===== config.mk =====
export PLATFORM = sky130hd
export DESIGN_NAME = srp_top
export DESIGN_NICKNAME = d
export VERILOG_FILES = /design/src/srp_pkg.sv /design/src/srp_pulse.sv /design/src/srp_top.sv
export SDC_FILE = /design/constraint.sdc
export NUM_CORES = 1
export LEC_CHECK = 0
export BUFFER_PORTS_ARGS = -buffer_cell sky130_fd_sc_hd__buf_4
export CORE_MARGIN = 3
export CORE_UTILIZATION = 40
export CTS_BUF_LIST = sky130_fd_sc_hd__clkbuf_4
export CTS_CLUSTER_DIAMETER = 60
export DETAILED_ROUTE_END_ITERATION = 8
export SLEW_MARGIN = 0
export SYNTH_ARGS = -nofsm -noshare
export SYNTH_HDL_FRONTEND = slang
export SYNTH_SLANG_ARGS = --single-unit

===== constraint.sdc =====
create_clock -name mclk -period 2.4 [get_ports mclk]
set_input_delay 0.12 -clock mclk [delete_from_list [all_inputs] [get_ports mclk]]
set_output_delay 0.12 -clock mclk [all_outputs]
set_load 0.02 [all_outputs]

===== src/srp_pkg.sv =====
// Purpose: Shared constants and types for the system reset and power ports
// Assumes: Byte-wide I/O accesses on the PCI clock
// Notes: Offsets are 16-bit I/O addresses
`default_nettype none
package srp_pkg;
  localparam logic [15:0] ADDR_LEGACY = 16'h0092;
  localparam logic [15:0] ADDR_CMD = 16'h00B2;
  localparam logic [15:0] ADDR_STAT = 16'h00B3;
  localparam logic [15:0] ADDR_RESET = 16'h0CF9;
  localparam logic [15:0] ADDR_RTC_IDX0 = 16'h0070;
  localparam logic [15:0] ADDR_RTC_DAT0 = 16'h0071;
  localparam logic [15:0] RTC_PORT_MASK = 16'hFFF9;
  localparam logic [6:0] CMOS_LOCK_LO = 7'h38;
  localparam logic [6:0] CMOS_LOCK_HI = 7'h3F;
  localparam int BIT_INIT_TRIG = 2;
  localparam int BIT_HARD_SEL = 1;
  localparam int BIT_LOCK = 3;
  localparam int BIT_A20 = 1;
  localparam int BIT_QINIT = 0;
  localparam logic [7:0] RESET_RD_MASK = 8'h02;
  localparam logic [7:0] LEGACY_RD_MASK = 8'h0B;
  localparam logic [7:0] REG_RESET_VAL = 8'h00;
  localparam int INIT_PULSE_CYC = 16;
  localparam int HARD_RESET_CYC = 16;
  localparam int CLK_NS = 20;
  localparam int CLK_MHZ = 1000 / CLK_NS;
  typedef struct packed {
    logic wr;
    logic rd;
    logic [15:0] addr;
    logic [7:0] wdata;
  } srp_io_req_t;
  typedef struct packed {
    logic cpu_reset_out;
    logic bus_reset_out_n;
    logic expansion_reset_drive;
  } srp_rst_out_t;
endpackage : srp_pkg
`default_nettype wire


===== src/srp_pulse.sv =====
// Purpose: Fixed-length pulse generator
// Assumes: Start is a one-cycle pulse
// Notes: Retrigger during a pulse restarts the count
`default_nettype none
module srp_pulse #(
  parameter int LEN = 16
) (
  input wire logic mclk,
  input wire logic arst_n,
  input wire logic sync_clr,
  input wire logic start,
  output logic active
);
  logic [7:0] cnt_r;
  // counter cleared by reset
  always_ff @(posedge mclk or negedge arst_n) begin
    if (!arst_n) begin
      cnt_r <= 8'h00;
    end else if (sync_clr) begin
      cnt_r <= 8'h00;
    end else if (start) begin
      cnt_r <= 8'(LEN);
    end else if (cnt_r != 8'h00) begin
      cnt_r <= cnt_r - 8'h01;
    end
  end
  assign active = (cnt_r != 8'h00);
endmodule : srp_pulse
`default_nettype wire


===== src/srp_top.sv =====
// Purpose: Reset control, legacy control and power command ports
// Assumes: One byte access per request; reads answered in the same cycle
// Notes: Hard reset stretched over a fixed count of clocks
//
// How it works
// Software writes type, then sets trigger
// Reset only on trigger rising, bit1 selects
// Hard reset drives three reset outputs
// Power good assertion forces hard reset
// Trigger bit always reads zero
// Legacy reserved bits read zero
// Lock blocks clock chip select 38-3F
// Lock bit sticky until bus reset
// Address gate follows control bit 1
// Quick init pulses init sixteen clocks
// New init only after bit cleared
// Power ports take byte accesses only
// Command byte read/write at B2
// Command write stores, raises interrupt
// Command reads never raise interrupt
// Command read stops clock when enabled
// Status byte read/write at B3
// Soft reset delivered as init pulse
// Init counter cleared by reset
`default_nettype none
module srp_top (
  input wire logic mclk,
  input wire logic arst_n,
  input wire srp_pkg::srp_io_req_t io_req,
  output logic [7:0] io_rdata,
  output logic io_hit,
  input wire logic power_good_in,
  input wire logic cmd_port_irq_enable,
  input wire logic clock_stop_config,
  input wire logic clock_stop_release,
  input wire logic irq_done,
  input wire logic rtc_cs_req_n,
  output logic clock_chip_select_n,
  output logic sys_mgmt_irq_n,
  output logic cpu_clock_stop_n,
  output logic alt_addr20_out,
  output logic cpu_init_out,
  output srp_pkg::srp_rst_out_t rst_out
);
  logic [7:0] reset_ctl_r;
  logic [7:0] legacy_r;
  logic [7:0] cmd_r;
  logic [7:0] stat_r;
  logic [6:0] rtc_index_r;
  logic pg_d_r;
  logic irq_r;
  logic stop_r;
  logic init_start;
  logic soft_start;
  logic quick_start;
  logic hard_start;
  logic hard_active;
  logic init_active;
  logic wr_reset;
  logic wr_legacy;
  logic wr_cmd;
  logic wr_stat;
  logic rd_cmd;
  logic lock_hit;

  ////////////////////////////////////////////////////////////////////////////
  // Address decode
  assign wr_reset = io_req.wr && (io_req.addr == srp_pkg::ADDR_RESET);
  assign wr_legacy = io_req.wr && (io_req.addr == srp_pkg::ADDR_LEGACY);
  // byte ports decode
  assign wr_cmd = io_req.wr && (io_req.addr == srp_pkg::ADDR_CMD);
  assign wr_stat = io_req.wr && (io_req.addr == srp_pkg::ADDR_STAT);
  assign rd_cmd = io_req.rd && (io_req.addr == srp_pkg::ADDR_CMD);

  ////////////////////////////////////////////////////////////////////////////
  // Reset control register
  // two-step write sequence
  always_ff @(posedge mclk or negedge arst_n) begin
    if (!arst_n) begin
      reset_ctl_r <= srp_pkg::REG_RESET_VAL;
    end else if (hard_active) begin
      reset_ctl_r <= srp_pkg::REG_RESET_VAL;
    end else if (wr_reset) begin
      reset_ctl_r <= io_req.wdata;
    end
  end

  // trigger rising edge
  assign init_start = wr_reset && io_req.wdata[srp_pkg::BIT_INIT_TRIG]
    && !reset_ctl_r[srp_pkg::BIT_INIT_TRIG];
  assign soft_start = init_start && !io_req.wdata[srp_pkg::BIT_HARD_SEL];

  // power good edge
  always_ff @(posedge mclk or negedge arst_n) begin
    if (!arst_n) begin
      pg_d_r <= 1'b0;
    end else begin
      pg_d_r <= power_good_in;
    end
  end
  assign hard_start = (init_start && io_req.wdata[srp_pkg::BIT_HARD_SEL])
    || (power_good_in && !pg_d_r);

  srp_pulse #(
    .LEN(srp_pkg::HARD_RESET_CYC)
  ) u_hard (
    .mclk(mclk),
    .arst_n(arst_n),
    .sync_clr(1'b0),
    .start(hard_start),
    .active(hard_active)
  );

  // all three resets
  always_comb begin
    rst_out.cpu_reset_out = hard_active;
    rst_out.bus_reset_out_n = !hard_active;
    rst_out.expansion_reset_drive = hard_active;
  end

  ////////////////////////////////////////////////////////////////////////////
  // Legacy control register
  always_ff @(posedge mclk or negedge arst_n) begin
    if (!arst_n) begin
      legacy_r <= srp_pkg::REG_RESET_VAL;
    end else if (hard_active) begin
      // cleared by bus reset
      legacy_r <= srp_pkg::REG_RESET_VAL;
    end else if (wr_legacy) begin
      legacy_r[srp_pkg::BIT_A20] <= io_req.wdata[srp_pkg::BIT_A20];
      legacy_r[srp_pkg::BIT_QINIT] <= io_req.wdata[srp_pkg::BIT_QINIT];
      // sticky lock set
      legacy_r[srp_pkg::BIT_LOCK] <= legacy_r[srp_pkg::BIT_LOCK]
        | io_req.wdata[srp_pkg::BIT_LOCK];
    end
  end

  // address gate drive
  assign alt_addr20_out = legacy_r[srp_pkg::BIT_A20];

  // fresh setting only
  assign quick_start = wr_legacy && io_req.wdata[srp_pkg::BIT_QINIT]
    && !legacy_r[srp_pkg::BIT_QINIT];

  // sixteen clock init
  // soft reset init
  srp_pulse #(
    .LEN(srp_pkg::INIT_PULSE_CYC)
  ) u_init (
    .mclk(mclk),
    .arst_n(arst_n),
    .sync_clr(hard_active),
    .start(quick_start || soft_start),
    .active(init_active)
  );
  assign cpu_init_out = init_active;

  ////////////////////////////////////////////////////////////////////////////
  // Clock chip index tracking and lock
  always_ff @(posedge mclk or negedge arst_n) begin
    if (!arst_n) begin
      rtc_index_r <= 7'h00;
    end else if (io_req.wr
      && ((io_req.addr & srp_pkg::RTC_PORT_MASK) == srp_pkg::ADDR_RTC_IDX0)) begin
      rtc_index_r <= io_req.wdata[6:0];
    end
  end

  // lock suppresses select
  assign lock_hit = legacy_r[srp_pkg::BIT_LOCK]
    && ((io_req.addr & srp_pkg::RTC_PORT_MASK) == srp_pkg::ADDR_RTC_DAT0)
    && (rtc_index_r >= srp_pkg::CMOS_LOCK_LO)
    && (rtc_index_r <= srp_pkg::CMOS_LOCK_HI);
  assign clock_chip_select_n = rtc_cs_req_n || lock_hit;

  ////////////////////////////////////////////////////////////////////////////
  // Power command and status ports
  // command byte storage
  // store every write
  always_ff @(posedge mclk or negedge arst_n) begin
    if (!arst_n) begin
      cmd_r <= srp_pkg::REG_RESET_VAL;
    end else if (wr_cmd) begin
      cmd_r <= io_req.wdata;
    end
  end

  // status byte storage
  always_ff @(posedge mclk or negedge arst_n) begin
    if (!arst_n) begin
      stat_r <= srp_pkg::REG_RESET_VAL;
    end else if (wr_stat) begin
      stat_r <= io_req.wdata;
    end
  end

  // write raises interrupt
  // R15 reads never interrupt
  always_ff @(posedge mclk or negedge arst_n) begin
    if (!arst_n) begin
      irq_r <= 1'b0;
    end else if (wr_cmd && cmd_port_irq_enable) begin
      irq_r <= 1'b1;
    end else if (irq_done) begin
      irq_r <= 1'b0;
    end
  end
  assign sys_mgmt_irq_n = !irq_r;

  // read stops clock
  always_ff @(posedge mclk or negedge arst_n) begin
    if (!arst_n) begin
      stop_r <= 1'b0;
    end else if (rd_cmd && clock_stop_config) begin
      stop_r <= 1'b1;
    end else if (clock_stop_release) begin
      stop_r <= 1'b0;
    end
  end
  assign cpu_clock_stop_n = !stop_r;

  ////////////////////////////////////////////////////////////////////////////
  // Read mux
  always_comb begin
    io_hit = 1'b1;
    io_rdata = 8'h00;
    case (io_req.addr)
      // trigger reads zero
      srp_pkg::ADDR_RESET: io_rdata = reset_ctl_r & srp_pkg::RESET_RD_MASK;
      // reserved reads zero
      srp_pkg::ADDR_LEGACY: io_rdata = legacy_r & srp_pkg::LEGACY_RD_MASK;
      srp_pkg::ADDR_CMD: io_rdata = cmd_r;
      srp_pkg::ADDR_STAT: io_rdata = stat_r;
      default: io_hit = 1'b0;
    endcase
    if (!io_req.rd) begin
      io_rdata = 8'h00;
    end
  end
endmodule : srp_top
`default_nettype wire


==> run metrics, run 1 <==
Core Region=0.00574 sq mm; Setup WS pre-CTS=0.286 ns; Worst Setup SP=u_hard.cnt_r[0]; Inst Count DP=349; Worst-Skew Late Latency=0.36 ns; HP Class=in -> reg; slowest CP cell=dfrtp_1; GRT met1 Usage=0.244; relative slew slack=0.608; grt peak-use layer=met2; die area=0.00713 sq mm; DR pass1 iterations=4; min Tclk post-route=2.19 ns; Worst EP required=2.28 ns; first-pass GRT wire length=9780 microns; via density per instance=5.48; antenna cells=0; worst clock skew=0.00658 ns; Yosys cell types=51; Power Total=0.00184 W; post-synthesis sequential area ratio=0.448; gr ovfl total=0; pwr/cell area=595 mW/mm^2; Syn Nets=270; layout cells sized above 1=0.313; I/O Buffers=50; r2r startpoint=u_hard.cnt_r[0]; Worst-path clk slew=0.13 ns; CP cell instances=inv_1 -> ha_1 -> nor2b_1 -> nand3_2 -> buf_4 -> inv_1 -> buf_4; die width=84.4 microns; final hold violation count=0; most frequent cells in the layout=buf_4 (55), dfrtp_1 (44), nor2_1 (18); setup tns final=0 ns; routed wire length=5810 microns; fraction of registers with async set/reset=1.00; #FFs+latches synth=44; Non-Filler Instances=366; Cells after Synth=232; hold_sp=io_req[6]; htree depth=2; post-synth top area share=0.448; initial drt markers=122; detailed placer's ending HPWL=4130 microns; CP top delay family=buffers and inverters; Most used DFF post-synth=dfrtp_1; fin crit share=0.913; chip height=84.4 microns; post-synth top area cell=dfrtp_1; Layout area overhead=25.7%; number of CTS-inserted buffers=5; largest stage delay on the critical path=0.42 ns; Multi-input gate area=0.00128 sq mm; Fmax achieved=456 MHz; largest net degree at the start of global routing=45; io pins=51; # DRC=0; CTS max path bufs=2; CP Class=reg -> out; synth warn=0; nets@finish=331; ANT nets after route=0; CTS Sinks=44; largest cells by area after synthesis=dfrtp_1 (45%), mux2_2 (5.5%), mux2_4 (4.9%), mux2i_1 (4.5%), nor3_1 (3.5%); Worst setup SP type=flop; total track usage=0.167; Syn Std Cell Area=0.00246 sq mm; Global Route met2 Usage=0.256; final worst slack=0.209 ns; CP Capture Type=output port; Reg area=0.00110 sq mm; Root Driver=clkbuf_4; commonest non-fill, non-tap cell in the layout=buf_4; post-CTS setup-driven buffer insertion count=0; Max-Cap Viols=0; GRT met3 Usage=0.0353; fill count=546; status=completed; WP buf/inv=4; total vias in the final route=2005; CTS tree=done; GPL Wtd Cong=0.810; worst-margin pin slew=0.587 ns; Crit path arrival time=2.07 ns; num rows=27; RSZ-0062 raised after global routing=false; Post-Syn Area per Cell=10.6 sq um; Peak VDD IR=0.336 mV; initial antenna violation count=0; initial cell density of the core=0.428; Pleak=1.47 nW; WL per Instance=15.9 microns; vias in the first global route=2013; Max Slew Vio Count=0; critical-path maximum fanout=13; setup violators final=0; Post-synth EDFFs=0
## stage by stage
stage | hold WS (ns) | util | instance area [sq um]
2_1_floorplan | -0.176 | - | 2460
3_3_place_gp | 0.161 | 0.508 | 2920
3_5_place_dp | 0.154 | 0.508 | 2920
4_1_cts | 0.00444 | 0.536 | 3080
5_1_grt | 0.0124 | 0.539 | 3090
6_report | 0.0143 | 0.539 | 3090
## report_power, final
| part | internal, W | total [W] | switching [W] |
|---|---|---|---|
| Clock | 0.000218 | 0.000475 | 0.000257 |
| Combinational | 0.000224 | 0.000502 | 0.000277 |
| Sequential | 0.000805 | 0.000862 | 0.0000572 |
## final cells by class
cell class                 instances  share of cell area
multi-input combinational        167               0.413
sequential                        44               0.356
timing repair buffer              64               0.163
tap                               72              0.0291
clock inverter                     3              0.0138
inverter                          11              0.0133
clock buffer                       5              0.0121
## path summary, 6_finish.rpt
path / to / slack, ns / depth (start not counted)
setup / recovery: rst_out[1] / 0.21 / 7
setup reg to reg: u_hard.cnt_r[1] / 0.49 / 7
min in group asynchronous: u_init.cnt_r[7] / 0.27 / 2
max in group asynchronous: rtc_index_r[6] / 1.75 / 2
hold / removal: cmd_r[6] / 0.01 / 2
hold reg to reg: stat_r[5] / 0.52 / 1
## cells in the mapped netlist (2+ instances only)
| library cell | n |
|---|---|
| ha_1 | 4 |
| a311oi_1 | 2 |
| clkbuf_1 | 6 |
| buf_4 | 2 |
| mux2i_1 | 11 |
| nor2b_1 | 2 |
| or2_2 | 3 |
| nor4_4 | 2 |
| nand3b_1 | 3 |
| buf_1 | 2 |
| inv_1 | 11 |
| nand2b_1 | 3 |
| mux2_2 | 12 |
| and3_1 | 4 |
| a2111oi_0 | 3 |
| nor3_1 | 17 |
| dfrtp_1 | 44 |
| o21ai_0 | 8 |
| xnor2_1 | 6 |
| or3_1 | 4 |
| nand4_1 | 5 |
| nor4_1 | 5 |
| mux2_4 | 8 |
| nand2_1 | 4 |
| or4_4 | 2 |
| nor4b_1 | 2 |
| nand3_1 | 12 |
| nor2_1 | 18 |
| a21oi_1 | 5 |
## kinds of logic after synthesis
family / share of synthesized area
buffers and inverters: 0.0351
XOR/XNOR: 0.0214
flip-flops: 0.448
multiplexers: 0.149
AO/OA/AOI/OAI: 0.0860
adder cells (fa/ha/maj): 0.0203
AND/OR/NAND/NOR: 0.241
## flip-flops by register name (all words and copies together), names as in the netlist
signal and count:
reset_ctl_r 2, rtc_index_r 4, cmd_r 8, u_init.cnt_r 8
stop_r 1, irq_r 1, stat_r 8, u_hard.cnt_r 8
pg_d_r 1, legacy_r 3
## per-layer routing
layer	wire length [microns]	share of wire
met1	2810	0.48
met2	2520	0.43
met3	424	0.073
met4	53	0.0091
met5	0	0
## repair_timing
action | 4_1_cts | 5_1_grt
resized for setup | 0 | 1
hold endpoints to repair | 53 | 1
hold buffers | 8 | 1
endpoints found under the setup margin | 0 | 1
No activity file was read; power rests on OpenSTA's default activity.
==> run 2: changes to the inputs <==
--- a/config.mk
+++ b/config.mk
@@ -5,6 +5,7 @@
 export SDC_FILE = /design/constraint.sdc
 export NUM_CORES = 1
 export LEC_CHECK = 0
+export ABC_AREA = 1
 export BUFFER_PORTS_ARGS = -buffer_cell sky130_fd_sc_hd__buf_4
 export CORE_MARGIN = 3
 export CORE_UTILIZATION = 40
==> run metrics, run 2 <==
Core Util, Final=0.515; first-pass GRT wire length=9350 microns; Worst EP required=2.28 ns; Crit path arrival time=1.72 ns; Post-Syn Area per Cell=8.22 sq um; CTS max path bufs=2; HP Class=in -> reg; nets@finish=402; vias in the first global route=2028; Seq pwr share=0.457; Metal-1 WL=2550 microns; total vias in the final route=2109; RSZ-0062 raised after global routing=false; final hold violation count=0; gr ovfl total=0; Max-Cap Viols=0; Logic pwr share=0.293; most frequent cells in the layout=nand2_1 (62), buf_4 (51), dfrtp_1 (44); die area=0.00721 sq mm; Syn Nets=341; Worst setup SP type=flop; clock share of power=0.249; Internal=0.00128 W; setup violators final=0; detailed placer's ending HPWL=4070 microns; critical-path maximum fanout=8; relative slew slack=0.627; CP Class=reg -> out; most common cell in the netlist=nand2_1; post-synth top area cell=dfrtp_1; Root Driver=clkbuf_4; io pins=51; die width=84.9 microns; initial antenna violation count=0; Cells after Synth=303; Syn Std Cell Area=0.00249 sq mm; antenna cells=0; total track usage=0.162; layout cells sized above 1=0.293; Core Region=0.00599 sq mm; worst-margin pin slew=0.559 ns; post-synth top area share=0.442; Sw Ratio=0.322; DR pass1 iterations=4; met3 wire length=313 microns; post-synthesis sequential area ratio=0.442; WL per Instance=12.3 microns; largest cells by area after synthesis=dfrtp_1 (44%), nand2_1 (9.3%), inv_1 (6.0%), nor2_1 (4.5%), o21ai_2 (3.2%); Most used DFF post-synth=dfrtp_1; WL met2=2470 microns; synth warn=0; Top Layer Used=met4; chip height=84.9 microns; CTS Sinks=44; status=completed; largest net degree at the start of global routing=45; Worst-Skew Late Latency=0.36 ns; Max Slew Vio Count=0; min Tclk post-route=1.84 ns; #FFs+latches synth=44; number of CTS-inserted buffers=5; initial cell density of the core=0.416; Worst-path clk slew=0.13 ns; Layout area overhead=23.8%; Fmax achieved=544 MHz; Hold Slack=0.0213 ns; Post-synth EDFFs=0; GPL Wtd Cong=0.796; htree depth=2; via density per instance=4.79; sw power=0.000607 W; num rows=28; most frequent cells after synthesis=nand2_1 (62), dfrtp_1 (44), inv_1 (40), nor2_1 (30), a21oi_1 (14); pwr/cell area=612 mW/mm^2; fin crit share=0.766; initial drt markers=139; fraction of registers with async set/reset=1.00; Pleak=1.55 nW; # DRC=0; I/O Buffers=50; Yosys cell types=40; commonest non-fill, non-tap cell in the layout=nand2_1; Peak VDD IR=0.314 mV; CP Capture Type=output port; fill count=592; worst clock skew=0.0155 ns; ANT nets after route=0; setup tns final=0 ns; routed wire length=5420 microns; CTS tree=done
run 2: what timing repair did:
action,CTS,global route
setup buffers,0,0
hold buffers,9,0
endpoints found under the setup margin,0,0
endpoints found under the hold margin,52,0
resized for setup,0,0
run 2: kinds of logic after synthesis:
kind of cell    Yosys count  synth area share
fa+ha+maj                 4            0.0201
xor+xnor                  6            0.0211
mux                       1           0.00452
flops                    44             0.442
compound gates           52             0.133
buf+inv                  52            0.0909
simple gates            144             0.288
run 2: cell type report:
class,instances,area (sq um),area share
inverters,46,173,0.0560
flip-flops and latches,44,1100,0.357
clock inverters,2,35.0,0.0114
repair buffers,60,473,0.153
well taps,75,93.8,0.0304
multi-input cells,207,1160,0.377
clock buffers,6,45.0,0.0146
run 2: final timing paths:
kind	slack, ns	startpoint	end	cells after the start
max in group asynchronous	1.72	arst_n	rtc_index_r[4]	2
worst min-delay path	0.02	io_req[0]	cmd_r[0]	3
worst max-delay path	0.56	u_hard.cnt_r[0]	rst_out[2]	6
min in group asynchronous	0.27	arst_n	u_init.cnt_r[3]	2
worst min register to register	0.49	cmd_r[7]	cmd_r[7]	2
worst max register to register	0.71	u_hard.cnt_r[0]	u_init.cnt_r[5]	9
run 2: critical path: stages, from the launching register on:
cell and delay [ns]:
dfrtp_1 0.39, inv_1 0.12, ha_1 0.17, nand2_1 0.06
nor2_2 0.23, inv_1 0.19, buf_4 0.20
run 2: per-layer routing:
layer | up-vias | track usage
met1 | 959 | 0.226
li1 | 1092 | -
met5 | - | 0
met4 | 0 | 0.0647
met3 | 5 | 0.0359
met2 | 53 | 0.246
run 2: per-stage QoR:
step	worst slack (ns)	power (W)	cell area [sq um]	std cells
6_report	0.562	0.00189	3080	440
5_1_grt	0.391	0.00203	3080	440
4_1_cts	0.528	0.00192	3080	440
3_5_place_dp	0.717	0.00143	2910	423
3_3_place_gp	0.710	0.00141	2910	423
2_1_floorplan	0.852	0.00125	2490	303
run 2: power by group through the flow:
| stage | Sequential (W) | Combinational [W] | Clock (W) |
|---|---|---|---|
| floorplan | 0.000870 | 0.000383 | 0 |
| finish | 0.000863 | 0.000553 | 0.000470 |
| global placement | 0.000878 | 0.000536 | 0 |
| CTS | 0.000863 | 0.000564 | 0.000494 |
| global route | 0.000872 | 0.000638 | 0.000517 |
| detailed placement | 0.000879 | 0.000551 | 0 |
==> run 3: changes to the inputs <==
==> constraint.sdc (replaced) <==
create_clock -name mclk -period 1.6 [get_ports mclk]
set_input_delay 0.08 -clock mclk [delete_from_list [all_inputs] [get_ports mclk]]
set_output_delay 0.08 -clock mclk [all_outputs]
set_load 0.02 [all_outputs]
==> run metrics, run 3 (synthesized netlist as in run 2, its figures left out) <==
status=complete, but fails checks; failing checks=setup timing; FF-to-FF path depth=10; # DRC=0; Core Region=0.00599 sq mm; htree depth=2; clock share of power=0.192; initial drt markers=103; initial cell density of the core=0.416; chip height=84.9 microns; largest net degree at the start of global routing=45; Max Slew Vio Count=0; Max-Cap Viols=0; Top Layer Used=met4; num rows=28; Worst-Skew Late Latency=0.34 ns; WL per Instance=12.2 microns; Worst setup SP type=flop; layout cells sized above 1=0.346; Internal=0.00191 W; WL met2=2550 microns; min Tclk post-route=1.61 ns; Hold Path Depth=3; Seq pwr share=0.455; GPL Wtd Cong=0.837; Peak VDD IR=0.492 mV; final hold violation count=0; Fmax achieved=621 MHz; pwr/cell area=898 mW/mm^2; CTS max path bufs=2; setup violators final=1; Power Total=0.00290 W; Setup WS pre-CTS=0.0607 ns; Logic pwr share=0.352; fill count=578; io pins=51; hold_sp=io_req[4]; CP Capture Type=output port; nets@finish=413; Metal-1 WL=2630 microns; total track usage=0.161; via density per instance=4.80; die area=0.00721 sq mm; vias in the first global route=2080; routed wire length=5510 microns; CTS Sinks=44; first-pass GRT wire length=9560 microns; Crit path arrival time=1.53 ns; r2r startpoint=u_hard.cnt_r[0]; relative slew slack=0.614; Worst-path clk slew=0.13 ns; CP Class=reg -> out; Sw Ratio=0.340; Layout area overhead=29.6%; total vias in the final route=2166; worst clock skew=0.00976 ns; CTS tree=done; initial antenna violation count=0; fin crit share=1.01; most frequent cells in the layout=nand2_1 (61), buf_4 (59), dfrtp_1 (43); Pleak=1.61 nW; ANT nets after route=0; met3 wire length=282 microns; Worst EP required=1.52 ns; final worst slack=-0.00962 ns; die width=84.9 microns; gr ovfl total=0; detailed placer's ending HPWL=4090 microns; number of CTS-inserted buffers=5; worst-margin pin slew=0.579 ns; I/O Buffers=50; RSZ-0062 raised after global routing=true; Hold EP=cmd_r[4]; critical-path maximum fanout=4; reg2reg setup slack=0.07 ns; HP Class=in -> reg; antenna cells=0; DR pass1 iterations=4; reg2reg end=u_hard.cnt_r[7]; Root Driver=clkbuf_4; sw power=0.000985 W; commonest non-fill, non-tap cell in the layout=nand2_1
[run 3: cell count changes in the layout (fill, tap and decap cells not counted), moves of 2 or more]
| cell | change |
|---|---|
| buf_4 | +8 |
| buf_6 | +2 |
| inv_1 | -4 |
| inv_2 | +3 |
| nand3_1 | -2 |
| nor2_1 | -3 |
| nor2_4 | +3 |
[run 3: metrics by stage]
step	TNS [ns]	instances	area [sq um]	hold slack [ns]	util
5_1_grt	-0.209	451	3230	0.0295	0.539
3_5_place_dp	0	429	2960	0.120	0.494
4_1_cts	-0.0206	447	3120	0.0294	0.521
6_report	-0.00962	451	3230	0.0379	0.539
3_3_place_gp	0	429	2960	0.116	0.494
2_1_floorplan	0	303	2490	-0.216	-
[run 3: final cells by class]
| type | instances | area [sq um] | share of cell area |
|---|---|---|---|
| repair buffers | 71 | 566 | 0.175 |
| inverters | 46 | 176 | 0.0547 |
| clock buffers | 7 | 52.6 | 0.0163 |
| multi-input cells | 207 | 1230 | 0.382 |
| well taps | 75 | 93.8 | 0.0291 |
| flip-flops and latches | 44 | 1100 | 0.342 |
| clock inverters | 1 | 3.75 | 0.00116 |
[run 3: worst max path at each step]
stage,start,to,slack (ns),cells after the start
6_report,u_init.cnt_r[2],cpu_init_out,-0.01,4
3_5_place_dp,io_req[10],io_rdata[2],0.06,10
5_1_grt,u_init.cnt_r[2],cpu_init_out,-0.11,4
2_1_floorplan,u_init.cnt_r[2],u_init.cnt_r[7],0.05,7
4_1_cts,u_init.cnt_r[2],cpu_init_out,-0.02,4
3_3_place_gp,u_hard.cnt_r[1],u_hard.cnt_r[7],0.10,10
[run 3: power groups by stage]
stage	clock (W)	sequential [W]	combinational, W
after global placement	0	0.00132	0.000838
after CTS	0.000579	0.00130	0.000896
after global routing	0.000631	0.00134	0.00115
final	0.000557	0.00132	0.00102
after floorplan	0	0.00131	0.000575
after detailed placement	0	0.00133	0.000845
[run 3: what timing repair did]
item | in CTS | in global routing
buffers inserted | 0 | 4
endpoints found under the hold margin | 56 | 0
pin swaps | 1 | 5
endpoints found under the setup margin | 2 | 25
hold buffers | 10 | 0
gates resized for setup | 2 | 21
[run 3: layer usage]
metal / GRT usage / vias up
li1: - / 1114
met4: 0.0432 / 0
met2: 0.257 / 50
met3: 0.0369 / 4
met5: 0 / -
met1: 0.222 / 998
[run 3: critical path: stages (launching register included)]
cell,delay (ns)
dfrtp_1,0.42
or2_4,0.28
nor3_4,0.22
nand3_4,0.12
buf_6,0.15
